## src/common/ccr_pkg.sv

```systemverilog
// constants for the comparator control register bank
package ccr_pkg;
    // register addresses on the special function register bus
    localparam logic [7:0] CMP0_CONTROL_ADDR = 8'h9b;
    localparam logic [7:0] CMP1_CONTROL_ADDR = 8'h9a;
    localparam logic [7:0] CMP0_MODE_ADDR = 8'h9d;
    localparam logic [7:0] CMP1_MODE_ADDR = 8'h9c;
    localparam logic [7:0] CMP0_INPUT_SELECT_ADDR = 8'h9f;
    localparam logic [7:0] CMP1_INPUT_SELECT_ADDR = 8'h9e;
    // reset values
    localparam logic [7:0] CONTROL_RESET = 8'h00;
    localparam logic [7:0] MODE_RESET = 8'h82;
    localparam logic [7:0] INPUT_SELECT_RESET = 8'hff;
    // control register field positions
    localparam int EN_BIT = 7;
    localparam int RESULT_BIT = 6;
    localparam int RISE_BIT = 5;
    localparam int FALL_BIT = 4;
    localparam int POS_HYST_LSB = 2;
    localparam int NEG_HYST_LSB = 0;
    // mode register field positions
    localparam int MODE_RSVD_BIT = 7;
    localparam int RISE_IE_BIT = 5;
    localparam int FALL_IE_BIT = 4;
    localparam int SPEED_LSB = 0;
    // input select field positions
    localparam int NEG_SEL_LSB = 4;
    localparam int POS_SEL_LSB = 0;
    // input select codes
    localparam logic [3:0] SEL_TOUCH = 4'hc;
    localparam logic [3:0] SEL_HALF_SUPPLY = 4'hd;
    localparam logic [3:0] SEL_SUPPLY_A = 4'he;
    localparam logic [3:0] SEL_SUPPLY_B = 4'hf;
    localparam logic [3:0] NEG_PIN_LAST = 4'h6;
    localparam logic [3:0] POS_PIN_LAST = 4'h7;
    // source selected by an input select field
    typedef enum logic [2:0] {
        CCR_SRC_PIN = 3'b000,
        CCR_SRC_TOUCH = 3'b001,
        CCR_SRC_HALF = 3'b010,
        CCR_SRC_SUPPLY_A = 3'b011,
        CCR_SRC_SUPPLY_B = 3'b100,
        CCR_SRC_RSVD = 3'b101
    } ccr_src_e;
endpackage : ccr_pkg

```

## src/logic/ccr_regs.sv

```systemverilog
// comparator control register bank for two analog comparators
//
// Functional notes
// - enable bit 7 powers the comparator
// - bit 6 shows live comparator result
// - bit 5 latches rising edges, sticky
// - bit 4 latches falling edges, sticky
// - bits 3:2 select positive hysteresis level
// - bits 1:0 select negative hysteresis level
// - mode bit 5 gates rising interrupt
// - mode bit 4 gates falling interrupt
// - mode bit 7 reserved, reads one
// - mode bits 6, 3:2 read zero
// - mode bits 1:0 set speed and power
// - positive select decode, bits 3:0
// - each comparator owns an input select register
// - comparator outputs feed timer capture
`timescale 1ns/1ps
module ccr_regs
    import ccr_pkg::*;
(
    input wire logic clk,
    input wire logic reset,
    input wire logic sfr_wr,
    input wire logic sfr_rd,
    input wire logic [7:0] sfr_addr,
    input wire logic [7:0] sfr_wdata,
    input wire logic [1:0] cmp_raw,
    output logic [7:0] sfr_rdata,
    output logic sfr_hit,
    output logic [1:0] cmp_enable,
    output logic [3:0] pos_hyst_sel,
    output logic [3:0] neg_hyst_sel,
    output logic [3:0] speed_power_sel,
    output logic [3:0] cmp0_neg_sel,
    output logic [3:0] cmp0_pos_sel,
    output logic [3:0] cmp1_neg_sel,
    output logic [3:0] cmp1_pos_sel,
    output logic [5:0] src_kind,
    output logic [5:0] pos_src_kind,
    output logic [1:0] cmp_irq,
    output logic [1:0] timer_capture_src
);
    logic [1:0] sync1_q;
    logic [1:0] sync2_q;
    logic [7:0] rdata_q;
    logic hit_q;
    logic [1:0] irq_q;
    logic [1:0] cap_q;
    logic [1:0] en_q;
    logic [3:0] ph_q;
    logic [3:0] nh_q;
    logic [3:0] sp_q;
    logic [7:0] sel0_q;
    logic [7:0] sel1_q;
    logic [5:0] nkind_q;
    logic [5:0] pkind_q;

    logic [7:0] ctl0, mode0, msel0, ctl1, mode1, msel1;
    logic hit0, hit1, irq0_d, irq1_d;
    logic rise0, fall0, rise1, fall1;

    ccr_channel #(
        .CONTROL_ADDR(CMP0_CONTROL_ADDR),
        .MODE_ADDR(CMP0_MODE_ADDR),
        .SELECT_ADDR(CMP0_INPUT_SELECT_ADDR)
    ) u_ch0 (
        .clk(clk),
        .reset(reset),
        .wr_en(sfr_wr),
        .addr(sfr_addr),
        .wdata(sfr_wdata),
        .result_sync(sync2_q[0]),
        .control_rd(ctl0),
        .mode_rd(mode0),
        .select_rd(msel0),
        .hit(hit0),
        .irq_d(irq0_d),
        .rise_flag(rise0),
        .fall_flag(fall0)
    );

    ccr_channel #(
        .CONTROL_ADDR(CMP1_CONTROL_ADDR),
        .MODE_ADDR(CMP1_MODE_ADDR),
        .SELECT_ADDR(CMP1_INPUT_SELECT_ADDR)
    ) u_ch1 (
        .clk(clk),
        .reset(reset),
        .wr_en(sfr_wr),
        .addr(sfr_addr),
        .wdata(sfr_wdata),
        .result_sync(sync2_q[1]),
        .control_rd(ctl1),
        .mode_rd(mode1),
        .select_rd(msel1),
        .hit(hit1),
        .irq_d(irq1_d),
        .rise_flag(rise1),
        .fall_flag(fall1)
    );

    // select decode shared by both comparators
    function automatic ccr_src_e decode_sel(input logic [3:0] code,
                                            input logic [3:0] pin_last);
        ccr_src_e kind;
        kind = CCR_SRC_RSVD;
        if (code <= pin_last) begin
            kind = CCR_SRC_PIN;
        end else begin
            case (code)
                SEL_TOUCH: kind = CCR_SRC_TOUCH;
                SEL_HALF_SUPPLY: kind = CCR_SRC_HALF;
                SEL_SUPPLY_A: kind = CCR_SRC_SUPPLY_A;
                SEL_SUPPLY_B: kind = CCR_SRC_SUPPLY_B;
                default: kind = CCR_SRC_RSVD;
            endcase
        end
        return kind;
    endfunction : decode_sel

    wire ccr_src_e nk0 = decode_sel(msel0[NEG_SEL_LSB +: 4], NEG_PIN_LAST);
    wire ccr_src_e nk1 = decode_sel(msel1[NEG_SEL_LSB +: 4], NEG_PIN_LAST);
    wire ccr_src_e pk0 = decode_sel(msel0[POS_SEL_LSB +: 4], POS_PIN_LAST);
    wire ccr_src_e pk1 = decode_sel(msel1[POS_SEL_LSB +: 4], POS_PIN_LAST);

    wire logic any_hit = hit0 || hit1;
    // read mux; unmapped addresses read zero
    wire logic [7:0] rd_mux =
        (sfr_addr == CMP0_CONTROL_ADDR) ? ctl0 :
        (sfr_addr == CMP1_CONTROL_ADDR) ? ctl1 :
        (sfr_addr == CMP0_MODE_ADDR) ? mode0 :
        (sfr_addr == CMP1_MODE_ADDR) ? mode1 :
        (sfr_addr == CMP0_INPUT_SELECT_ADDR) ? msel0 :
        (sfr_addr == CMP1_INPUT_SELECT_ADDR) ? msel1 : 8'h00;

    // analog result is asynchronous: two flops first
    always_ff @(posedge clk) begin
        if (reset) begin
            sync1_q <= 2'b00;
            sync2_q <= 2'b00;
        end else begin
            sync1_q <= cmp_raw;
            sync2_q <= sync1_q;
        end
    end

    always_ff @(posedge clk) begin
        if (reset) begin
            rdata_q <= 8'h00;
            hit_q <= 1'b0;
        end else begin
            rdata_q <= sfr_rd ? rd_mux : 8'h00;
            hit_q <= (sfr_rd || sfr_wr) && any_hit;
        end
    end

    always_ff @(posedge clk) begin
        if (reset) begin
            irq_q <= 2'b00;
        end else begin
            irq_q <= {irq1_d, irq0_d};
        end
    end

    always_ff @(posedge clk) begin
        if (reset) begin
            cap_q <= 2'b00;
        end else begin
            cap_q <= sync2_q;
        end
    end

    always_ff @(posedge clk) begin
        if (reset) begin
            en_q <= {2{CONTROL_RESET[EN_BIT]}};
            ph_q <= {2{CONTROL_RESET[POS_HYST_LSB +: 2]}};
            nh_q <= {2{CONTROL_RESET[NEG_HYST_LSB +: 2]}};
            sp_q <= {MODE_RESET[SPEED_LSB +: 2], MODE_RESET[SPEED_LSB +: 2]};
            sel0_q <= INPUT_SELECT_RESET;
            sel1_q <= INPUT_SELECT_RESET;
            nkind_q <= {CCR_SRC_SUPPLY_B, CCR_SRC_SUPPLY_B};
            pkind_q <= {CCR_SRC_SUPPLY_B, CCR_SRC_SUPPLY_B};
        end else begin
            en_q <= {ctl1[EN_BIT], ctl0[EN_BIT]};
            ph_q <= {ctl1[POS_HYST_LSB +: 2], ctl0[POS_HYST_LSB +: 2]};
            nh_q <= {ctl1[NEG_HYST_LSB +: 2], ctl0[NEG_HYST_LSB +: 2]};
            sp_q <= {mode1[SPEED_LSB +: 2], mode0[SPEED_LSB +: 2]};
            sel0_q <= msel0;
            sel1_q <= msel1;
            nkind_q <= {nk1, nk0};
            pkind_q <= {pk1, pk0};
        end
    end

    assign sfr_rdata = rdata_q;
    assign sfr_hit = hit_q;
    assign cmp_enable = en_q;
    assign pos_hyst_sel = ph_q;
    assign neg_hyst_sel = nh_q;
    assign speed_power_sel = sp_q;
    assign cmp0_neg_sel = sel0_q[NEG_SEL_LSB +: 4];
    assign cmp0_pos_sel = sel0_q[POS_SEL_LSB +: 4];
    assign cmp1_neg_sel = sel1_q[NEG_SEL_LSB +: 4];
    assign cmp1_pos_sel = sel1_q[POS_SEL_LSB +: 4];
    assign src_kind = nkind_q;
    assign pos_src_kind = pkind_q;
    assign cmp_irq = irq_q;
    assign timer_capture_src = cap_q;

    // synchronised rising edge sets flag on the next cycle
    chk_rise_flag_set: assert property (
        @(posedge clk) disable iff (reset)
        (sync2_q[1] && !$past(sync2_q[1])) |=> rise1)
        else $error("rise flag not set");
    chk_fall_flag_set: assert property (
        @(posedge clk) disable iff (reset)
        (!sync2_q[0] && $past(sync2_q[0])) |=> fall0)
        else $error("fall flag not set");
    // flags never drop without a write
    chk_flag_sticky: assert property (
        @(posedge clk) disable iff (reset)
        ($past(rise0) && !$past(sfr_wr)) |-> rise0)
        else $error("rise flag dropped");
    chk_result_bit: assert property (
        @(posedge clk) disable iff (reset)
        (sfr_rd && sfr_addr == CMP1_CONTROL_ADDR) |=>
        sfr_rdata[RESULT_BIT] == $past(sync2_q[1]))
        else $error("result bit mismatch");
    chk_mode_rsvd: assert property (
        @(posedge clk) disable iff (reset)
        (sfr_rd && sfr_addr == CMP0_MODE_ADDR) |=>
        sfr_rdata[MODE_RSVD_BIT] && sfr_rdata[6] == 1'b0 &&
        sfr_rdata[3:2] == 2'b00)
        else $error("mode reserved bits wrong");
    chk_irq_gate: assert property (
        @(posedge clk) disable iff (reset)
        !(rise1 && mode1[RISE_IE_BIT]) && !(fall1 && mode1[FALL_IE_BIT])
        |-> !cmp_irq[1])
        else $error("irq without enabled flag");
    // enable write reaches analog within two cycles
    chk_enable_out: assert property (
        @(posedge clk) disable iff (reset)
        (sfr_wr && sfr_addr == CMP0_CONTROL_ADDR) |-> ##2
        cmp_enable[0] == $past(sfr_wdata[EN_BIT], 2))
        else $error("enable not forwarded");
    chk_speed_out: assert property (
        @(posedge clk) disable iff (reset)
        (sfr_wr && sfr_addr == CMP1_MODE_ADDR) |-> ##2
        speed_power_sel[3:2] == $past(sfr_wdata[1:0], 2))
        else $error("speed not forwarded");
    cov_rise: cover property (@(posedge clk) rise0 && mode0[RISE_IE_BIT]);
    cov_irq1: cover property (@(posedge clk) cmp_irq[1]);
    cov_clear: cover property (@(posedge clk)
        $fell(fall1) ##1 !fall1);
endmodule : ccr_regs

```

## src/logic/ccr_channel.sv

```systemverilog
// one comparator channel: control, mode and input select registers
`timescale 1ns/1ps
module ccr_channel
    import ccr_pkg::*;
#(
    parameter logic [7:0] CONTROL_ADDR = 8'h9a,
    parameter logic [7:0] MODE_ADDR = 8'h9c,
    parameter logic [7:0] SELECT_ADDR = 8'h9e
) (
    input wire logic clk,
    input wire logic reset,
    input wire logic wr_en,
    input wire logic [7:0] addr,
    input wire logic [7:0] wdata,
    input wire logic result_sync,
    output logic [7:0] control_rd,
    output logic [7:0] mode_rd,
    output logic [7:0] select_rd,
    output logic hit,
    output logic irq_d,
    output logic rise_flag,
    output logic fall_flag
);
    logic en_q;
    logic [1:0] pos_hyst_q;
    logic [1:0] neg_hyst_q;
    logic rise_q;
    logic fall_q;
    logic rise_ie_q;
    logic fall_ie_q;
    logic [1:0] speed_q;
    logic [7:0] select_q;
    logic prev_q;

    // distinct addresses, else one write lands in two registers
    if (CONTROL_ADDR == MODE_ADDR || CONTROL_ADDR == SELECT_ADDR ||
        MODE_ADDR == SELECT_ADDR) begin : g_bad_addr
        $error("channel register addresses must differ");
    end

    wire logic wr_ctl = wr_en && (addr == CONTROL_ADDR);
    wire logic wr_mode = wr_en && (addr == MODE_ADDR);
    wire logic wr_sel = wr_en && (addr == SELECT_ADDR);
    // edge seen only on already synchronised result
    wire logic rise_evt = result_sync && !prev_q;
    wire logic fall_evt = !result_sync && prev_q;
    // set wins over a clear in one cycle
    wire logic rise_d = rise_evt || (wr_ctl ? wdata[RISE_BIT] : rise_q);
    wire logic fall_d = fall_evt || (wr_ctl ? wdata[FALL_BIT] : fall_q);

    always_ff @(posedge clk) begin
        if (reset) begin
            en_q <= CONTROL_RESET[EN_BIT];
            pos_hyst_q <= CONTROL_RESET[POS_HYST_LSB +: 2];
            neg_hyst_q <= CONTROL_RESET[NEG_HYST_LSB +: 2];
            rise_q <= CONTROL_RESET[RISE_BIT];
            fall_q <= CONTROL_RESET[FALL_BIT];
            rise_ie_q <= MODE_RESET[RISE_IE_BIT];
            fall_ie_q <= MODE_RESET[FALL_IE_BIT];
            speed_q <= MODE_RESET[SPEED_LSB +: 2];
            select_q <= INPUT_SELECT_RESET;
            prev_q <= 1'b0;
        end else begin
            prev_q <= result_sync;
            rise_q <= rise_d;
            fall_q <= fall_d;
            if (wr_ctl) begin
                en_q <= wdata[EN_BIT];
                pos_hyst_q <= wdata[POS_HYST_LSB +: 2];
                neg_hyst_q <= wdata[NEG_HYST_LSB +: 2];
            end
            // speed field, gates kept with it
            if (wr_mode) begin
                rise_ie_q <= wdata[RISE_IE_BIT];
                fall_ie_q <= wdata[FALL_IE_BIT];
                speed_q <= wdata[SPEED_LSB +: 2];
            end
            if (wr_sel) begin
                select_q <= wdata;
            end
        end
    end

    assign control_rd = {en_q, result_sync, rise_q, fall_q,
                         pos_hyst_q, neg_hyst_q};
    // reserved reads one, unused read zero
    assign mode_rd = {1'b1, 1'b0, rise_ie_q, fall_ie_q, 2'b00, speed_q};
    assign select_rd = select_q;
    assign hit = (addr == CONTROL_ADDR) || (addr == MODE_ADDR) ||
                 (addr == SELECT_ADDR);
    assign irq_d = (rise_d && (wr_mode ? wdata[RISE_IE_BIT] : rise_ie_q)) ||
                   (fall_d && (wr_mode ? wdata[FALL_IE_BIT] : fall_ie_q));
    assign rise_flag = rise_q;
    assign fall_flag = fall_q;
endmodule : ccr_channel

```

## config.mk

```make
export PLATFORM = sky130hd
export DESIGN_NAME = ccr_regs
export DESIGN_NICKNAME = d
export VERILOG_FILES = /design/src/common/ccr_pkg.sv /design/src/logic/ccr_regs.sv /design/src/logic/ccr_channel.sv
export SDC_FILE = /design/constraint.sdc
export NUM_CORES = 1
export LEC_CHECK = 0
export ABC_CLOCK_PERIOD_IN_PS = 2050
export BUFFER_PORTS_ARGS = -buffer_cell sky130_fd_sc_hd__buf_4
export CAP_MARGIN = 10
export CORE_MARGIN = 3
export CORE_UTILIZATION = 30
export DETAILED_ROUTE_END_ITERATION = 6
export GPL_ROUTABILITY_DRIVEN = 0
export GPL_TIMING_DRIVEN = 0
export RECOVER_POWER = 50
export SKIP_LAST_GASP = 1
export SLEW_MARGIN = 20
export SYNTH_ARGS = -nofsm -noshare
export SYNTH_HDL_FRONTEND = slang
export SYNTH_SLANG_ARGS = --single-unit
```

## constraint.sdc

```tcl
create_clock -name clk -period 2.05 [get_ports clk]
set_input_delay 0.41 -clock clk [delete_from_list [all_inputs] [get_ports clk]]
set_output_delay 0.41 -clock clk [all_outputs]
set_load 0.005 [all_outputs]
```

==> impl_metrics.toml, run 1 <==
[worst_setup_path]
required_ps = 2270
rr_startpoint = "u_ch1.select_rd[4]$_SDFFE_PP1P_"
cp_max_fo = 10
crit_type = "input pin to flop"
r2r_slack_ps = 790
r2r_end = "sfr_rdata[4]$_SDFF_PP0_"
cp-start-kind = "input pin"
reg2regPathDepth = 4
arrival_ps = 1950
critical_path.endpoint_type = "flop"
startpoint = "sfr_addr[6]"
crit_end = "u_ch0.select_rd[5]$_SDFFE_PP1P_"

[timing]
grt_setup_unrepaired = "no"
relSlewSlack = 0.559
finalMaxSlewViolations = 0
clock_skew_ps = 8.73
holdWs_ps = 280
fin_crit_ps = 1720
worst-slew-pin-transition_ps = 662
layout_setup_ws_ps = 327
hold_violations = 0
fmax_mhz = 580
period_share = 0.840
finalSetupViolations = 0

[power]
switchingPower_w = 0.000841
p_per_area_nw_per_um2 = 788
finalPower_w = 0.00365
clock_power_share = 0.427
combPwrFrac = 0.051
cellLeakagePower_nw = 1.92
swShare = 0.230
power_frac_seq = 0.521
ir_drop_mv = 0.368
intPower_w = 0.00281

[clock_tree]
path_clk_slew_ps = 70
cts_max_level = 3
cts-root-buf = "clkbuf_16"
postCtsHoldBufs = 0
cts_max_path_buffers = 2
cts_sinks = 97
tritoncts = "done"
insertion_delay_ps = 340
post-cts-setup-buffer-count = 0
post_cts_resized = 0
cts_inserted_buffers = 9

[cells_and_area]
layoutNonFillerInstCount = 600
final_nets = 474
antenna_cells = 0
drive_above_1_share = 0.271
area_growth_pct = 27.3
fin_util = 0.399
fill_cells = 1170

[synthesis]
synth_top_flop_cell = "dfxtp_1"
synth_warnings = 0
async_flop_share = 0
syn_avg_cell_area_um2 = 9.91
syn-cell-area_um2 = 3640
synth_edf_count = 0
yosysSeqAreaShare = 0.534
synth_nets = 389
synth_seq_cells = 97
yosysUniqueCellTypes = 45
synth_cells = 367

[detailed_routing]
drt_iter0_drc = 184
drtAntennaViolNets = 0
route.met3.wl_um = 623
drcViolationCount = 0
routed_wl_um = 9420
wl_per_cell_um = 15.7
wl_met1_um = 4240
wl_met2_um = 4450
top_layer_used = "met4"
drt_pass1_iterations = 4
vias_per_cell = 4.87
via_count = 2919

[min_path]
holdCritStartpoint = "cmp_raw[0]"
hp-class = "input pin to flop"

[die]
fp-row-count = 39
dieArea_um2 = 13500
io_pins = 77
core-area_um2 = 11600
start_util = 0.313
die_w_um = 116
die_h_um = 116

[place]
dp.cells = 584
post-place-ws_ps = -4.85
port_buffers = 74
post-dp-hpwl_um = 7090

[global_route]
grt_overflow = 0
grt_pass1_vias = 2974
grt_first_pass_wirelength_um = 15000
antenna_found_initial = 0
gr-usage-all-layers = 0.145
grt_max_degree = 18

[flow_run]
drv_cap = 0

[run_status]
outcome = "completed"
-- Yosys cell counts (all sizes together), types with 2 or more instances --
master    n  area, µm²
a311o     2       20.0
a211oi    2       15.0
xnor2     4       35.0
nor3     10       72.6
a21oi     7       35.0
or2      18        113
a221oi    2       17.5
a22oi     2       15.0
mux2i    19        194
a21o      2       15.0
mux2      4       45.0
o2bb2ai   2       17.5
and3b     2       17.5
nand4b    2       17.5
nand2    20       75.1
inv      14       52.6
nor3b     2       15.0
nor2     46        173
a211o    20        175
o21ai     5       25.0
dfxtp    97       1940
nor2b    29        184
o31ai     2       15.0
clkbuf   10       37.5
o22ai     6       37.5
buf      14       87.6
o31a      2       17.5
nand4     5       31.3
nand2b    7       43.8
-- cell families after synthesis --
| family | share of synthesized area |
|---|---|
| xor gates and xnor gates | 0.00963 |
| AOI/OAI and AO/OA | 0.117 |
| DFF | 0.534 |
| and+or+nand+nor | 0.226 |
| muxes | 0.0657 |
| buffers and inverters | 0.0488 |
-- cell type report --
| cell class | instances | area, µm² | area share |
|---|---|---|---|
| sequential | 97 | 1940 | 0.419 |
| clock inverter | 6 | 50.0 | 0.0108 |
| buffer | 24 | 124 | 0.0267 |
| tap | 143 | 179 | 0.0386 |
| inverter | 14 | 52.6 | 0.0113 |
| multi-input combinational | 232 | 1520 | 0.328 |
| clock buffer | 10 | 229 | 0.0494 |
| timing repair buffer | 74 | 537 | 0.116 |
-- state kept, by name, indices dropped and copies added (netlist names), 2 cells and up --
name               count
u_ch0.speed_q          2
u_ch0.neg_hyst_q       2
u_ch1.pos_hyst_q       2
pos_hyst_sel           4
sync1_q                2
timer_capture_src      2
sfr_rdata              8
sync2_q                2
u_ch0.pos_hyst_q       2
speed_power_sel        4
pos_src_kind           6
u_ch1.select_rd        8
u_ch0.select_rd        8
sel1_q                 8
cmp_enable             2
sel0_q                 8
neg_hyst_sel           4
u_ch1.neg_hyst_q       2
src_kind               6
cmp_irq                2
u_ch1.speed_q          2
-- placed cells by master (no fill, tap or decap), drive strengths merged, types with 4 or more instances in the layout --
cell type,n
nor2b,29
inv,17
nand2,20
xnor2,4
nor2,46
dfxtp,97
mux2i,19
o22ai,6
mux2,4
clkbuf,75
a211o,20
a21oi,7
buf,33
nand4,5
nand2b,7
o21ai,5
nor3,10
or2,18
-- layer usage --
| metal | vias up | global-route usage |
|---|---|---|
| li1 | 1427 | - |
| met1 | 1390 | 0.187 |
| met2 | 93 | 0.239 |
| met3 | 9 | 0.0373 |
| met4 | 0 | 0.0441 |
| met5 | - | 0 |
-- through the flow --
step                TNS (ps)  area [µm²]
floorplan                  0        3640
global placement       -49.5        4370
detailed placement     -7.20        4370
CTS                        0        4650
global route               0        4630
finish                     0        4630
-- worst max-delay path, cell delays in order --
cell and delay, ps:
buf_4 110, and4bb_2 320, buf_4 160, nand4_1 320, buf_2 320, a211o_1 310
-- power groups by stage --
stage,Sequential (W),Clock [W],Combinational [W]
after floorplan,0.00194,0,0.000105
after global placement,0.00194,0,0.000185
after detailed placement,0.00194,0,0.000188
after CTS,0.00190,0.00159,0.000189
after global routing,0.00190,0.00168,0.000206
final,0.00190,0.00156,0.000188
-- worst min-delay path by stage --
stage                                 end  cells after the start
floorplan           sync2_q[0]$_SDFF_PP0_                      1
global placement    sync2_q[0]$_SDFF_PP0_                      1
detailed placement  sync2_q[0]$_SDFF_PP0_                      1
CTS                 sync1_q[1]$_SDFF_PP0_                      2
global route        sync1_q[1]$_SDFF_PP0_                      2
finish              sync1_q[0]$_SDFF_PP0_                      2
Note: power is estimated with default switching activity, not from simulation.
==> run 2, diff against run 1 <==
Settings changed: ABC_CLOCK_PERIOD_IN_PS 2050 to 1500.
Clock period 2.05 ns to 1.5 ns, I/O delays scaled along.
==> run 2 against run 1 <==
Against the previous run:
- the flow now finishes with violations (negative setup slack)
- non-clock buffer count up 11
- die area unchanged
- core utilization rose by 0.99 points
- clock-buffer cell count fell by 1
- worst hold slack lost 120 ps
- critical path depth unchanged
- cell count is 1.8% higher
- sequential cell count unchanged
- sequential power up 37%
- register-to-register slack lost 560 ps
- via count up 0.31%
- largest power group unchanged
- highest routed layer unchanged
==> impl_metrics.toml, run 2 (synthesis results as in run 1) <==
[run_status]
outcome = "finished with violations"
violations = "negative setup slack"

[timing]
finalSetupViolations = 2
finalSetupTns_ps = -71.5
fmax_mhz = 650
relSlewSlack = 0.564
grt_setup_unrepaired = "yes"
clock_skew_ps = 9.49
layout_setup_ws_ps = -37.3
fin_crit_ps = 1540
worst-slew-pin-transition_ps = 654
hold_violations = 0
finalMaxSlewViolations = 0
period_share = 1.02

[cells_and_area]
final_nets = 485
antenna_cells = 0
area_growth_pct = 30.5
final_common_cell = "dfxtp_1"
drive_above_1_share = 0.301
layout_common_cells = "dfxtp_1, nor2_1, clkbuf_4, buf_4, nor2b_1"
fill_cells = 1158

[clock_tree]
cts_sinks = 97
path_clk_slew_ps = 70
cts_inserted_buffers = 9
cts-root-buf = "clkbuf_16"
tritoncts = "done"
insertion_delay_ps = 350
cts_max_level = 3
cts_max_path_buffers = 2
postCtsHoldBufs = 0

[die]
core-area_um2 = 11600
fp-row-count = 39
die_w_um = 116
dieArea_um2 = 13500
io_pins = 77
start_util = 0.313
die_h_um = 116

[worst_setup_path]
critical_path.endpoint_type = "flop"
cp_slowest_cell = "or4_4"
cp_max_fo = 4
crit_family = "simple AND/OR/NAND/NOR gates"
r2r_slack_ps = 230
arrival_ps = 1780
crit_type = "input pin to flop"
max_stage_delay_ps = 580
required_ps = 1740
path_buf_inv = 3
cp_cell_sequence = "buf_4, nand4bb_1, buf_6, or4_4, buf_4, a211o_1"
critical_path.most_common_cell = "buf_4"
cp-start-kind = "input pin"

[detailed_routing]
wl_per_cell_um = 15.6
drt_pass1_iterations = 4
routed_wl_um = 9530
wl_met2_um = 4240
top_layer_used = "met4"
drtAntennaViolNets = 0
vias_per_cell = 4.79
drt_iter0_drc = 206
route.met3.wl_um = 471
via_count = 2928
drcViolationCount = 0
wl_met1_um = 4640

[power]
cellLeakagePower_nw = 1.98
ir_drop_mv = 0.488
p_per_area_nw_per_um2 = 1060

[place]
port_buffers = 74
post-dp-hpwl_um = 7080
post-place-ws_ps = -438

[global_route]
grt_pass1_vias = 2954
grt_first_pass_wirelength_um = 15000
grt_overflow = 0
gr-usage-all-layers = 0.147
grt_max_degree = 18
antenna_found_initial = 0

[min_path]
hp-class = "input pin to flop"

[flow_run]
drv_cap = 0
run 2: cell types whose count changed in the layout (fill, tap and decap cells not counted), sizes merged:
| cell | change |
|---|---|
| inv | -1 |
| clkinv | +3 |
| buf | +17 |
| clkbuf | -7 |
| clkinvlp | -1 |
run 2: worst paths after layout:
path                                   endpoint                             from  depth (start not counted)
setup reg to reg        sfr_rdata[4]$_SDFF_PP0_  u_ch1.select_rd[4]$_SDFFE_PP1P_                          4
hold / removal            sync1_q[0]$_SDFF_PP0_                       cmp_raw[0]                          2
hold reg to reg           sync2_q[0]$_SDFF_PP0_            sync1_q[0]$_SDFF_PP0_                          1
setup / recovery  u_ch1.speed_q[1]$_SDFFE_PP1N_                      sfr_addr[6]                          6
run 2: layer usage:
layer  vias up  GRT usage
met5         -          0
li1       1440          -
met1      1402      0.199
met3        11     0.0378
met4         0     0.0518
met2        75      0.228
run 2: where the power goes:
group          internal (W)  switching (W)
registers           0.00259     0.00000867
clock network       0.00114        0.00102
logic              0.000105       0.000155
total               0.00383        0.00118
run 2: through the flow:
step | utilization | total power, W | cell area (µm²) | std cells | hold WS (ps)
final | 0.409 | 0.00501 | 4750 | 611 | 159
after global routing | 0.409 | 0.00520 | 4750 | 611 | 186
after CTS | 0.404 | 0.00504 | 4690 | 602 | 158
after detailed placement | 0.378 | 0.00291 | 4390 | 584 | 428
after global placement | 0.378 | 0.00291 | 4390 | 584 | 422
after floorplan | - | 0.00280 | 3650 | 367 | 414
run 2: what timing repair did:
action,CTS,global route
pin swaps,2,6
gates resized for setup,2,0
buffers inserted,3,9
cloned,0,0
hold endpoints to repair,0,0
setup endpoints to repair,1,23
run 2: layout make-up:
type,count,area [µm²],area share
flip-flops and latches,97,1940,0.409
multi-input cells,232,1530,0.322
repair buffers,86,634,0.134
clock buffers,9,225,0.0474
well taps,143,179,0.0377
plain buffers,23,130,0.0274
clock inverters,7,53.8,0.0113
inverters,14,52.6,0.0111
==> run 3, diff against run 2 <==
Settings changed: PLACE_DENSITY set to 0.54.
==> run 3 against run 2 <==
Against the previous run:
- worst hold slack worse by 1.6 ps
- critical path type unchanged
- worst setup slack better by 42 ps
- final area is 0.29% higher
- clock skew is 2.4 ps lower
- highest routed layer unchanged
- register-to-register slack worse by 20 ps
- combinational power hardly changed
- clock power is 11% higher
- die area stayed put
- global-route usage is 0.16 points higher
- the run now ends clean
- total power is 4.6% higher
==> impl_metrics.toml, run 3 (synthesis results as in run 1) <==
[run_status]
outcome = "completed"

[cells_and_area]
drive_above_1_share = 0.298
fin_util = 0.410
multi_input_area_um2 = 1540
final_common_cell = "dfxtp_1"
fill_cells = 1126
seqCellArea_um2 = 1940
final_nets = 480
layoutNonFillerInstCount = 606
area_growth_pct = 30.8
layout_common_cells = "dfxtp_1, clkbuf_4, nor2_1, buf_4, nor2b_1"
antenna_cells = 0

[timing]
finalSetupViolations = 0
finalMaxSlewViolations = 0
fin_crit_ps = 1500
period_share = 0.997
fmax_mhz = 669
grt_setup_unrepaired = "yes"
clock_skew_ps = 7.10
relSlewSlack = 0.570
hold_violations = 0
worst-slew-pin-transition_ps = 645

[global_route]
use_met1 = 0.191
grt_pass1_vias = 2960
antenna_found_initial = 0
grt.busiest_layer = "met2"
grt_first_pass_wirelength_um = 15100
grt_util_met2 = 0.238
gr-usage-all-layers = 0.148
grt_overflow = 0
gr-usage-met3 = 0.0347
grt_max_degree = 18

[die]
die_h_um = 116
io_pins = 77
die_w_um = 116
core-area_um2 = 11600
fp-row-count = 39
start_util = 0.313
dieArea_um2 = 13500

[min_path]
hp-class = "input pin to flop"

[detailed_routing]
wl_per_cell_um = 15.8
vias_per_cell = 4.86
drt_pass1_iterations = 4
drcViolationCount = 0
via_count = 2943
drtAntennaViolNets = 0
routed_wl_um = 9560
drt_iter0_drc = 221

[place]
post-dp-hpwl_um = 7080
dp.cells = 584
port_buffers = 74

[flow_run]
drv_cap = 0

[clock_tree]
cts_max_level = 3
postCtsHoldBufs = 0
cts_inserted_buffers = 9
cts_sinks = 97
tritoncts = "done"
cts-root-buf = "clkbuf_16"
path_clk_slew_ps = 70
insertion_delay_ps = 350
cts_max_path_buffers = 2

[worst_setup_path]
cp-start-kind = "input pin"
required_ps = 1720
crit_type = "input pin to flop"
cp_max_fo = 6
critical_path.endpoint_type = "flop"
arrival_ps = 1710

[power]
p_per_area_nw_per_um2 = 1100
ir_drop_mv = 0.459
cellLeakagePower_nw = 1.97
==> run 3: cell count changes in the layout (fill, tap and decap cells not counted), sizes merged <==
cell / change
clkinvlp: +3
clkinv: -5
clkbuf: +5
buf: -9
bufinv: +1
==> run 3: cell type report <==
cell class                      count  area share
Buffer                             23      0.0273
Multi-Input combinational cell    232       0.323
Sequential cell                    97       0.408
Tap cell                          143      0.0376
Clock buffer                       10      0.0502
Inverter                           14      0.0110
Clock inverter                      6      0.0158
Timing Repair Buffer               81       0.127
==> run 3: per-stage QoR <==
| stage | hold WS, ps | total power (W) | cell area, µm² | setup slack [ps] | setup TNS (ps) |
|---|---|---|---|---|---|
| after floorplan | 414 | 0.00280 | 3650 | -158 | -503 |
| after CTS | 150 | 0.00530 | 4710 | 4.43 | 0 |
| final | 157 | 0.00524 | 4760 | 4.49 | 0 |
| after detailed placement | 424 | 0.00291 | 4390 | -433 | -12470 |
| after global routing | 161 | 0.00545 | 4760 | -31.7 | -31.7 |
| after global placement | 424 | 0.00291 | 4390 | -410 | -11520 |
==> run 3: worst max-delay path: stages <==
cell and delay, ps:
buf_4 110, nand4bb_1 190, buf_6 160, or4_4 560
mux2i_2 280, o32ai_2 100
==> run 3: what timing repair did <==
item / in CTS / in global routing
endpoints found under the hold margin: 0 / 0
buffers inserted: 0 / 7
setup endpoints to repair: 2 / 12
pin swaps: 0 / 4
gates resized for setup: 3 / 0
gates cloned: 0 / 0
==> run 3: final timing paths <==
kind,from,to,slack (ps),cells after the start
max reg2reg,u_ch1.select_rd[4]$_SDFFE_PP1P_,sfr_rdata[4]$_SDFF_PP0_,210,4
max,sfr_addr[6],cmp_irq[1]$_SDFF_PP0_,4,6
min,cmp_raw[0],sync1_q[0]$_SDFF_PP0_,160,2
min reg2reg,sync1_q[0]$_SDFF_PP0_,sync2_q[0]$_SDFF_PP0_,440,1
==> run 3: power by group <==
group	switching [W]	internal, W	total, W
combinational	0.000157	0.000103	0.000260
sequential	0.00000828	0.00259	0.00260
clock	0.00102	0.00136	0.00238
==> run 3: layer usage <==
layer	share of wire	wire length, µm
met3	0.053	504
met5	0	0
met4	0.025	237
met2	0.47	4520
met1	0.45	4300
